### src/hdl/gpc_map.vh
// Register map, field positions and reset values for the port block
`ifndef GPC_MAP_VH
`define GPC_MAP_VH

// ============================================================
// Register byte offsets
`define GPC_OFS_DATA      8'h00
`define GPC_OFS_DIR       8'h04
`define GPC_OFS_ANSEL     8'h08
`define GPC_OFS_PULLUP    8'h0c
`define GPC_OFS_CHG_EN    8'h10
`define GPC_OFS_OPTION    8'h14
`define GPC_OFS_INTCTL    8'h18
`define GPC_OFS_IN_LEVEL  8'h1c
`define GPC_OFS_IN_DIR    8'h20

// ============================================================
// Field positions
`define GPC_BIT_PU_DIS    7
`define GPC_BIT_CHG_FLAG  0
`define GPC_BIT_SHARED    3

// ============================================================
// Reset values
`define GPC_RST_DATA      8'h00
`define GPC_RST_DIR       8'hff
`define GPC_RST_ANSEL     8'hff
`define GPC_RST_PULLUP    8'h00
`define GPC_RST_CHG_EN    8'h00
`define GPC_RST_PU_DIS    1'b1
`define GPC_RST_REF       8'h00

// ============================================================
// Bus answers
`define GPC_RESP_OKAY     2'b00
`define GPC_RESP_SLVERR   2'b10

`endif

### src/hdl/gpc_change_det.v
// Change detector: reference latch and mismatch compare for the main port
`include "gpc_map.vh"
`default_nettype none

module gpc_change_det #(
  parameter WIDTH = 8
) (
  input  wire             clk_sys,
  input  wire             por_n,
  input  wire             ref_load,
  input  wire [WIDTH-1:0] pin_level,
  input  wire [WIDTH-1:0] chg_en,
  output wire             mismatch
);

  reg [WIDTH-1:0] ref_r;

  // ==========================================================
  // Reference latch
  // Only the power-on reset clears it; warm resets never reach here
  always @(posedge clk_sys) begin
    if (!por_n) begin
      ref_r <= `GPC_RST_REF;
    end else if (ref_load) begin
      ref_r <= pin_level;
    end
  end

  // Compare against the old reference, so a change in a load cycle still counts
  assign mismatch = |((pin_level ^ ref_r) & chg_en);

endmodule // gpc_change_det

`default_nettype wire

### src/hdl/gpc_port.v
// Port block top: 8-bit I/O port, input-only pin, change flag, AXI4-Lite slave
//
// Overview of operation
// - Eight bidirectional pins, direction and latch each
// - Direction 1 floats pin, 0 drives latch
// - Data read gives pins, write sets latch
// - Port writes merge sampled pins into latch
// - Direction bits still drive analog-selected pins
// - Analog-selected pins read zero digitally
// - Analog select leaves digital output untouched
// - Per-pin weak pull-up enable, eight bits
// - Pull-up off whenever pin is output
// - Power-on sets global pull-up disable
// - Per-pin change enables, cleared at power-on
// - Enabled pins versus reference, ORed into flag
// - Set change flag wakes device from sleep
// - Mismatch keeps setting flag until port accessed
// - Warm resets leave reference latch alone
// - Change during port read still sets flag
// - Input-only pin at bit 3, direction reads 1
// - Input-only pin reads 0 when reset-enabled
// - Unused input-only port bits read zero
//
// Register access over AXI4-Lite and the address map are this design's own decisions.
`include "gpc_map.vh"
`default_nettype none

module gpc_port #(
  parameter WIDTH = 8
) (
  input  wire             clk_sys,
  input  wire             rst_n,
  input  wire             warm_rst_n,
  // AXI4-Lite write address
  input  wire [7:0]       s_axi_awaddr,
  input  wire             s_axi_awvalid,
  output reg              s_axi_awready,
  // AXI4-Lite write data
  input  wire [31:0]      s_axi_wdata,
  input  wire [3:0]       s_axi_wstrb,
  input  wire             s_axi_wvalid,
  output reg              s_axi_wready,
  // AXI4-Lite write response
  output reg  [1:0]       s_axi_bresp,
  output reg              s_axi_bvalid,
  input  wire             s_axi_bready,
  // AXI4-Lite read address
  input  wire [7:0]       s_axi_araddr,
  input  wire             s_axi_arvalid,
  output reg              s_axi_arready,
  // AXI4-Lite read data
  output reg  [31:0]      s_axi_rdata,
  output reg  [1:0]       s_axi_rresp,
  output reg              s_axi_rvalid,
  input  wire             s_axi_rready,
  // Main port pins
  input  wire [WIDTH-1:0] pin_in,
  output reg  [WIDTH-1:0] pin_out,
  output reg  [WIDTH-1:0] pin_oe,
  output reg  [WIDTH-1:0] pin_pullup,
  // Input-only pin and its configuration
  input  wire             shared_reset_input_pin,
  input  wire             external_reset_pin_enable,
  // Sleep and wake
  input  wire             sleep_mode,
  output reg              wake_req
);

  // ==========================================================
  // Declarations
  reg  [WIDTH-1:0] latch_r;
  reg  [WIDTH-1:0] dir_r;
  reg  [WIDTH-1:0] ansel_r;
  reg  [WIDTH-1:0] pullup_en_r;
  reg  [WIDTH-1:0] chg_en_r;
  reg              pu_dis_r;
  reg              chg_flag_r;
  reg              chg_flag_nxt;
  reg  [7:0]       awaddr_r;
  reg  [31:0]      wdata_r;
  reg  [3:0]       wstrb_r;
  reg              aw_have_r;
  reg              w_have_r;
  reg  [31:0]      rd_val;
  reg              rd_hit;
  wire             por_n;
  wire             any_rst_n;
  wire [WIDTH-1:0] pin_digital;
  wire             in_level;
  wire             aw_take;
  wire             w_take;
  wire             ar_take;
  wire             wr_go;
  wire             wr_hit;
  wire             wr_data;
  wire             rd_data;
  wire             mismatch;

  assign por_n     = rst_n;
  assign any_rst_n = rst_n & warm_rst_n;

  // ==========================================================
  // Input views
  // Analog-selected pins read zero whatever their level
  assign pin_digital = pin_in & ~ansel_r;
  // Input-only pin is hidden while it serves as the reset pin
  assign in_level = shared_reset_input_pin & ~external_reset_pin_enable;

  // ==========================================================
  // Bus handshakes
  assign aw_take = s_axi_awvalid & s_axi_awready;
  assign w_take  = s_axi_wvalid & s_axi_wready;
  assign ar_take = s_axi_arvalid & s_axi_arready;
  assign wr_go   = aw_have_r & w_have_r & ~s_axi_bvalid;
  assign wr_hit  = is_mapped(awaddr_r);
  assign wr_data = wr_go & (awaddr_r == `GPC_OFS_DATA);
  assign rd_data = ar_take & (s_axi_araddr == `GPC_OFS_DATA);

  // Address decode for the write path; the read path decodes in its own case
  function is_mapped;
    input [7:0] addr;
    begin
      is_mapped = (addr == `GPC_OFS_DATA)   | (addr == `GPC_OFS_DIR)      |
                  (addr == `GPC_OFS_ANSEL)  | (addr == `GPC_OFS_PULLUP)   |
                  (addr == `GPC_OFS_CHG_EN) | (addr == `GPC_OFS_OPTION)   |
                  (addr == `GPC_OFS_INTCTL) | (addr == `GPC_OFS_IN_LEVEL) |
                  (addr == `GPC_OFS_IN_DIR);
    end
  endfunction

  // Byte-lane merge: lanes not strobed keep the given old value
  function [WIDTH-1:0] lane_merge;
    input [WIDTH-1:0] old_val;
    input [31:0]      data;
    input [3:0]       strb;
    begin
      lane_merge = strb[0] ? data[WIDTH-1:0] : old_val;
    end
  endfunction

  // ==========================================================
  // Write address and data capture, in either order
  always @(posedge clk_sys) begin
    if (!any_rst_n) begin
      aw_have_r     <= 1'b0;
      w_have_r      <= 1'b0;
      awaddr_r      <= 8'h00;
      wdata_r       <= 32'h0000_0000;
      wstrb_r       <= 4'h0;
      s_axi_awready <= 1'b1;
      s_axi_wready  <= 1'b1;
    end else begin
      if (aw_take) begin
        aw_have_r     <= 1'b1;
        awaddr_r      <= s_axi_awaddr;
        s_axi_awready <= 1'b0;
      end else if (wr_go) begin
        aw_have_r <= 1'b0;
      end
      if (w_take) begin
        w_have_r     <= 1'b1;
        wdata_r      <= s_axi_wdata;
        wstrb_r      <= s_axi_wstrb;
        s_axi_wready <= 1'b0;
      end else if (wr_go) begin
        w_have_r <= 1'b0;
      end
      // Reopen both channels once the response is taken
      if (s_axi_bvalid & s_axi_bready) begin
        s_axi_awready <= 1'b1;
        s_axi_wready  <= 1'b1;
      end
    end
  end

  // ==========================================================
  // Write response
  always @(posedge clk_sys) begin
    if (!any_rst_n) begin
      s_axi_bvalid <= 1'b0;
      s_axi_bresp  <= `GPC_RESP_OKAY;
    end else if (wr_go) begin
      s_axi_bvalid <= 1'b1;
      s_axi_bresp  <= wr_hit ? `GPC_RESP_OKAY : `GPC_RESP_SLVERR;
    end else if (s_axi_bready) begin
      s_axi_bvalid <= 1'b0;
    end
  end

  // ==========================================================
  // Configuration registers
  always @(posedge clk_sys) begin
    if (!any_rst_n) begin
      latch_r     <= `GPC_RST_DATA;
      dir_r       <= `GPC_RST_DIR;
      ansel_r     <= `GPC_RST_ANSEL;
      pullup_en_r <= `GPC_RST_PULLUP;
      chg_en_r    <= `GPC_RST_CHG_EN;
      pu_dis_r    <= `GPC_RST_PU_DIS;
    end else if (wr_go) begin
      case (awaddr_r)
        `GPC_OFS_DATA: begin
          // Pins are sampled; unstrobed lane writes them back as read
          latch_r <= lane_merge(pin_digital, wdata_r, wstrb_r);
        end
        `GPC_OFS_DIR: begin
          dir_r <= lane_merge(dir_r, wdata_r, wstrb_r);
        end
        `GPC_OFS_ANSEL: begin
          ansel_r <= lane_merge(ansel_r, wdata_r, wstrb_r);
        end
        `GPC_OFS_PULLUP: begin
          pullup_en_r <= lane_merge(pullup_en_r, wdata_r, wstrb_r);
        end
        `GPC_OFS_CHG_EN: begin
          chg_en_r <= lane_merge(chg_en_r, wdata_r, wstrb_r);
        end
        `GPC_OFS_OPTION: begin
          if (wstrb_r[0]) begin
            pu_dis_r <= wdata_r[`GPC_BIT_PU_DIS];
          end
        end
        default: begin
          latch_r <= latch_r;
        end
      endcase
    end
  end

  // ==========================================================
  // Change detector; any data access reloads its reference
  gpc_change_det #(
    .WIDTH (WIDTH)
  ) u_change_det (
    .clk_sys   (clk_sys),
    .por_n     (por_n),
    .ref_load  (rd_data | wr_data),
    .pin_level (pin_digital),
    .chg_en    (chg_en_r),
    .mismatch  (mismatch)
  );

  // ==========================================================
  // Change flag: set wins over a software clear in the same cycle
  always @* begin
    chg_flag_nxt = chg_flag_r;
    if (wr_go & (awaddr_r == `GPC_OFS_INTCTL) & wstrb_r[0]) begin
      chg_flag_nxt = wdata_r[`GPC_BIT_CHG_FLAG] & chg_flag_r;
    end
    if (mismatch) begin
      chg_flag_nxt = 1'b1;
    end
  end

  always @(posedge clk_sys) begin
    if (!any_rst_n) begin
      // The flag stays clear after a warm reset until chg_en_r is written again, as it clears too
      chg_flag_r <= 1'b0;
    end else begin
      chg_flag_r <= chg_flag_nxt;
    end
  end

  // ==========================================================
  // Read path
  always @* begin
    rd_val = 32'h0000_0000;
    rd_hit = 1'b1;
    case (s_axi_araddr)
      `GPC_OFS_DATA: begin
        rd_val[WIDTH-1:0] = pin_digital;
      end
      `GPC_OFS_DIR: begin
        rd_val[WIDTH-1:0] = dir_r;
      end
      `GPC_OFS_ANSEL: begin
        rd_val[WIDTH-1:0] = ansel_r;
      end
      `GPC_OFS_PULLUP: begin
        rd_val[WIDTH-1:0] = pullup_en_r;
      end
      `GPC_OFS_CHG_EN: begin
        rd_val[WIDTH-1:0] = chg_en_r;
      end
      `GPC_OFS_OPTION: begin
        rd_val[`GPC_BIT_PU_DIS] = pu_dis_r;
      end
      `GPC_OFS_INTCTL: begin
        rd_val[`GPC_BIT_CHG_FLAG] = chg_flag_r;
      end
      `GPC_OFS_IN_LEVEL: begin
        rd_val[`GPC_BIT_SHARED] = in_level;
      end
      `GPC_OFS_IN_DIR: begin
        rd_val[`GPC_BIT_SHARED] = 1'b1;
      end
      default: begin
        rd_hit = 1'b0;
      end
    endcase
  end

  // ==========================================================
  // Read address and data channels
  always @(posedge clk_sys) begin
    if (!any_rst_n) begin
      s_axi_arready <= 1'b1;
      s_axi_rvalid  <= 1'b0;
      s_axi_rdata   <= 32'h0000_0000;
      s_axi_rresp   <= `GPC_RESP_OKAY;
    end else if (ar_take) begin
      s_axi_arready <= 1'b0;
      s_axi_rvalid  <= 1'b1;
      s_axi_rdata   <= rd_val;
      s_axi_rresp   <= rd_hit ? `GPC_RESP_OKAY : `GPC_RESP_SLVERR;
    end else if (s_axi_rvalid & s_axi_rready) begin
      s_axi_rvalid  <= 1'b0;
      s_axi_arready <= 1'b1;
    end
  end

  // ==========================================================
  // Pin drivers; analog select plays no part here
  always @(posedge clk_sys) begin
    if (!any_rst_n) begin
      pin_out    <= `GPC_RST_DATA;
      pin_oe     <= ~`GPC_RST_DIR;
      pin_pullup <= `GPC_RST_PULLUP;
    end else begin
      pin_out    <= latch_r;
      pin_oe     <= ~dir_r;
      pin_pullup <= pullup_en_r & dir_r & {WIDTH{~pu_dis_r}};
    end
  end

  // ==========================================================
  // Wake request while asleep with the change flag up
  always @(posedge clk_sys) begin
    if (!any_rst_n) begin
      wake_req <= 1'b0;
    end else begin
      wake_req <= sleep_mode & chg_flag_nxt;
    end
  end

endmodule // gpc_port

`default_nettype wire
### config.mk
export PLATFORM = sky130hd
export DESIGN_NAME = gpc_port
export DESIGN_NICKNAME = d
export VERILOG_FILES = /design/src/hdl/gpc_change_det.v /design/src/hdl/gpc_port.v
export VERILOG_INCLUDE_DIRS = /design/src /design/src/hdl
export SDC_FILE = /design/constraint.sdc
export NUM_CORES = 1
export LEC_CHECK = 0
export BUFFER_PORTS_ARGS = -buffer_cell sky130_fd_sc_hd__clkbuf_2
export CORE_MARGIN = 10
export CORE_UTILIZATION = 35
export DETAILED_ROUTE_END_ITERATION = 10
export GPL_ROUTABILITY_DRIVEN = 0
export GPL_TIMING_DRIVEN = 0
export PLACE_DENSITY = 0.57
export SLEW_MARGIN = 20
export SYNTH_ARGS = -nofsm -noshare
export SYNTH_HDL_FRONTEND = slang
export SYNTH_SLANG_ARGS = --single-unit
### constraint.sdc
create_clock -name clk_sys -period 2.77 [get_ports clk_sys]
set_input_delay 0.1385 -clock clk_sys [delete_from_list [all_inputs] [get_ports clk_sys]]
set_output_delay 0.1385 -clock clk_sys [all_outputs]
set_load 0.01 [all_outputs]
== Word-level counts from Yosys, hierarchy flattened ==
Cells that the tools add are included.
Cells by class
  mux-type cells: 20
  eq/ne operators: 16
  reduce and logical (&&, ||, !) cells: 15
  bitwise logic cells: 35
Operators with widths (count)
  8-bit by 5-bit == test with 1-bit output, second input constant: 8
  8-bit AND: 4
  8-bit by 4-bit == test with 1-bit output, second input constant: 4
  8-bit by 3-bit == test with 1-bit output, second input constant: 2
  8-bit by 6-bit == test with 1-bit output, second input constant: 2
  8-bit logical NOT: 2
  8-bit inverter: 2
  1-bit AND: 15
  3-bit one-hot mux with 5 select lines: 1
  3-bit AND reduction: 5
  1-bit two-way mux: 12
  1-bit one-hot mux with 6 select lines: 2
  2-bit one-hot mux with 5 select lines: 1
  1-bit OR: 9
  9-bit OR reduction: 1
  8-bit two-way mux: 1
  2-bit nonzero test: 4
  8-bit OR reduction: 1
  8-bit bitwise XOR: 1
  1-bit one-hot mux with 7 select lines: 1
  2-bit two-way mux: 2
  1-bit inverter: 4
  2-bit AND reduction: 1
  2-bit OR reduction: 1
Storage, ports and cells
  output and inout port bits: 66
  input bits: 71
  register bits after elaboration: 111
  logic and storage cells: 111

== Logic depth before layout (Yosys ltp) ==
  depth after elaboration: 10
  depth in mapped cells: 7
  mapped depth without buffers: 5

== Hierarchy ==
Synthesis repeated with hierarchy kept, for this count alone.
Unflattened totals
  cell total of the unflattened synthesis: 493
  area, all modules: 4626.9 µm²
By module, submodules not included
  gpc_port: sequential area each 2021.9 µm², area an instance 4222.8 µm², cells an instance 455, times used 1
  gpc_change_det: sequential area each 160.2 µm², area an instance 404.1 µm², cells an instance 38, times used 1

== Worst setup path before layout ==
No wires, ideal clock.
  kind: register to register
  start point: register awaddr_r[7]
  end point: register dir_r[0]
  setup slack: 1.048 ns
  buffers on the path: 1
  data required time: 2.641 ns
  data arrival time: 1.593 ns
  stages on the path, launching flop included: 7
  library setup time: 0.129 ns
  period minus slack after synthesis: 1.722 ns
  cells stage by stage: dfxtp_1 -> nor4_4 -> nand2_2 -> or4_1 -> buf_2 -> mux2i_1 -> nand2_1
Between the ends
  word-level cells in the longest chain between the ends: 2
RTL lines
  from (decl): line gpc_port.v:79  | reg [7:0] awaddr_r;
  from (signal assigned): line gpc_port.v:155  | awaddr_r <= s_axi_awaddr;
  8-bit by 3-bit == test with 1-bit output: line gpc_port.v:201  | case (awaddr_r)
  3-bit AND reduction (no source line)
  to (signal assigned): line gpc_port.v:195  | dir_r <= `GPC_RST_DIR;
  to (signal assigned): line gpc_port.v:207  | dir_r <= lane_merge(dir_r, wdata_r, wstrb_r);
  to (decl): line gpc_port.v:72  | reg [WIDTH-1:0] dir_r;
Every way passes these cells.
A chain may end at the register's enable or synchronous reset.

== Final worst setup path ==
  start point: register awaddr_r[7]
  end point: register ansel_r[1]
Between the ends
  word-level cells in the longest chain between the ends: 2
RTL lines
  8-bit by 4-bit == test with 1-bit output: line gpc_port.v:201
  3-bit AND reduction (no source line)
  to (signal assigned): line gpc_port.v:196  | ansel_r <= `GPC_RST_ANSEL;
  to (signal assigned): line gpc_port.v:210  | ansel_r <= lane_merge(ansel_r, wdata_r, wstrb_r);
  to (decl): line gpc_port.v:73  | reg [WIDTH-1:0] ansel_r;
Every way passes these cells.

==> reports/results.ini <==
[floorplan]
start_util = 0.362
rows = 41
die_x_um = 135
dieArea_mm2 = 0.0182
dieHeight_um = 135
core_mm2 = 0.0128
ioPinCount = 137

[power]
seq_power_share = 0.489
p_int_uw = 2520
power.density_mw_per_mm2 = 572
clkPwrFrac = 0.437
swShare = 0.228
p_switching_uw = 745
pwr-share-comb = 0.074
vdd_drop_max_v = 0.000350
leakage_uw = 0.00247

[worst_setup_path]
crit_path_cell_trace = nor4_4 -> nand2_2 -> nor4_4 -> mux2i_1 -> nand2_1
required_ps = 2970
worst-path-buf-inv = 0
cpLargestDelayFamily = simple AND/OR/NAND/NOR gates
cp_slowest_cell = nor4_4
cp-startpoint = awaddr_r[7]
worst_ep_arrival_time_ps = 2290
start_kind = flip-flop
cpPeakStageDelay_ps = 790
timing.rr.start = awaddr_r[7]
end_kind = flip-flop
crit_path_frequent_cell = nor4_4
path_class = reg -> reg
cp_max_fo = 8

[clock_tree]
clock_path_buffers = 2
clock-sinks = 109
clkTransAtPathRegs_ps = 70
cts_max_level = 3
cts_tree = done
cts_root_buf = clkbuf_16
clkLatencyLatePin_ps = 350
cts-resized-gates = 0
cts-buffers-inserted = 9

[sta]
tightestPinTransition_ps = 873
period_needed_ps = 2090
min_period_over_period = 0.755
slew_headroom = 0.414
tns_ps = 0
finClkSkew_ps = 11.7
rsz0062_at_grt = no
slew_viol_final = 0
timing.fmax_ghz = 0.478
finalHoldViolations = 0
setup_viol = 0

[run]
drv_cap = 0

[detailed_routing]
routed_wl_um = 13700
routed-via-count = 4064
routedWlPerCell_um = 16.8
viasPerCell = 4.97
antenna_left = 0
firstDrtPassIters = 5
drc = 0
drtIter0Drc = 374

[worst_hold_path]
hp-class = in -> reg
min_from = s_axi_wdata[7]

[global_route]
grt_use_total = 0.149
grt_antenna_before_repair = 0
grt_start_max_net_pins = 18
grt_pass1_wl_um = 21500
grt_overflow_total = 0
grt_pass1_vias = 3966

[synth]
async_reset_ff_frac = 0
synth-seq-cells = 109
synth_area_mm2 = 0.00462
synth.distinct_cells = 48
synth_top_area_cell = dfxtp_1
synth_warnings = 0
yosysTopAreaCellShare = 0.472
postSynthCellCount = 519
synth_flop_cell = dfxtp_1
synth-edff-count = 0
avgSynthCellArea_um2 = 8.91
synthTopCellsByArea = dfxtp_1 47%, mux2i_1 8.7%, nand2_1 5.4%
synth.yosys.seq_area_share = 0.472

[finish]
finalNonFillerCells = 817
final_cell_mix = 109 x dfxtp_1, 80 x clkbuf_2, 67 x nand2_1
area_delta_synth_final_pct = 23.7
drive_gt1_frac = 0.212
final_common_cell = dfxtp_1
nNetsFinal = 711
antenna_cells = 0
nFillCells = 1261

[place]
dpl.cell_count = 796
hpwl_um = 10500
port_buffers = 80

[outcome]
status = complete, no violations

==> synthesized netlist by cell type, types with 2 or more instances <==
library cell  count
dfxtp_1         109
nand2_1          67
nor2_1           47
mux2i_1          40
a21oi_1          39
o21ai_0          27
buf_4            26
clkbuf_1         19
and3_1           18
nand3_1          17
nand2b_1         10
a211oi_1          8
mux2_2            7
nor2b_1           7
a22oi_1           6
buf_2             6
nor3_1            6
inv_1             5
buf_1             4
and2_1            3
nand4b_1          3
o31ai_1           3
or3_1             3
or4_1             3
or4bb_1           3
xnor2_1           3
a222oi_1          2
a31oi_1           2
a32o_1            2
and3b_1           2
nand3b_1          2
nor4_1            2
nor4_4            2
xor2_1            2
==> through the flow <==
step	worst slack, ps	total power [uW]	util	hold slack [ps]	instance area (um2)
after floorplan	1050	1780	-	239	4720
after global placement	734	1860	0.417	354	5330
after detailed placement	686	1870	0.417	361	5330
after CTS	679	3300	0.448	1.30	5720
after global routing	606	3390	0.448	22.0	5720
final	679	3270	0.448	17.1	5720
==> metal layers <==
layer / up-vias / global-route usage / part of all wire
met5: - / 0 / 0
met2: 158 / 0.225 / 0.43
met4: 0 / 0.0478 / 0.017
met1: 1874 / 0.199 / 0.47
li1: 2013 / - / -
met3: 19 / 0.0423 / 0.078
==> state kept, by name (all words and copies together) (netlist names), 8 cells and up <==
signal / flops
latch_r: 8
ansel_r: 8
pin_out: 8
pin_pullup: 8
pin_oe: 8
s_axi_rdata: 8
wdata_r: 8
pullup_en_r: 8
u_change_det.ref_r: 8
chg_en_r: 8
dir_r: 8
awaddr_r: 8
==> what timing repair did <==
action	in CTS	in global routing
setup buffers	0	0
hold buffers	5	0
endpoints found under the setup margin	0	0
endpoints found under the hold margin	5	0
==> worst reg2reg max path, delay by kind of cell, from the launching register on <==
kind | cells | cell delay, ps
multiplexers | 1 | 270
AND/OR/NAND/NOR | 4 | 1330
flip-flops | 1 | 330
==> power groups by stage <==
| stage | Combinational [uW] | Sequential, uW | Clock (uW) |
|---|---|---|---|
| 2_1_floorplan | 149 | 1630 | 0 |
| 3_3_place_gp | 229 | 1630 | 0 |
| 6_report | 242 | 1600 | 1430 |
| 5_1_grt | 267 | 1600 | 1520 |
| 4_1_cts | 238 | 1600 | 1470 |
| 3_5_place_dp | 232 | 1640 | 0 |
==> worst paths after layout <==
kind	end	slack, ps	cells after the start
worst max-delay path	ansel_r[1]	680	5
worst min-delay path	wdata_r[7]	20	3
worst max register to register	ansel_r[1]	680	5
worst min register to register	pin_oe[5]	470	1
==> cell type report <==
cell class | instances | area, um2 | area share
plain buffers | 55 | 312 | 0.0545
clock buffers | 12 | 256 | 0.0449
clock inverters | 4 | 77.6 | 0.0136
inverters | 5 | 18.8 | 0.00328
multi-input cells | 375 | 2200 | 0.386
flip-flops and latches | 109 | 2180 | 0.382
well taps | 172 | 215 | 0.0376
repair buffers | 85 | 450 | 0.0788
==> cell families after synthesis <==
family                 count (synthesis)  share of synthesized area
flip-flops                           109                      0.472
AO/OA/AOI/OAI                         97                      0.125
buffers and inverters                 60                     0.0714
XOR/XNOR                               5                    0.00947
AND/OR/NAND/NOR                      200                      0.217
multiplexers                          47                      0.104
other                                  1                   0.000811
Power figures use the tool's default switching activity.
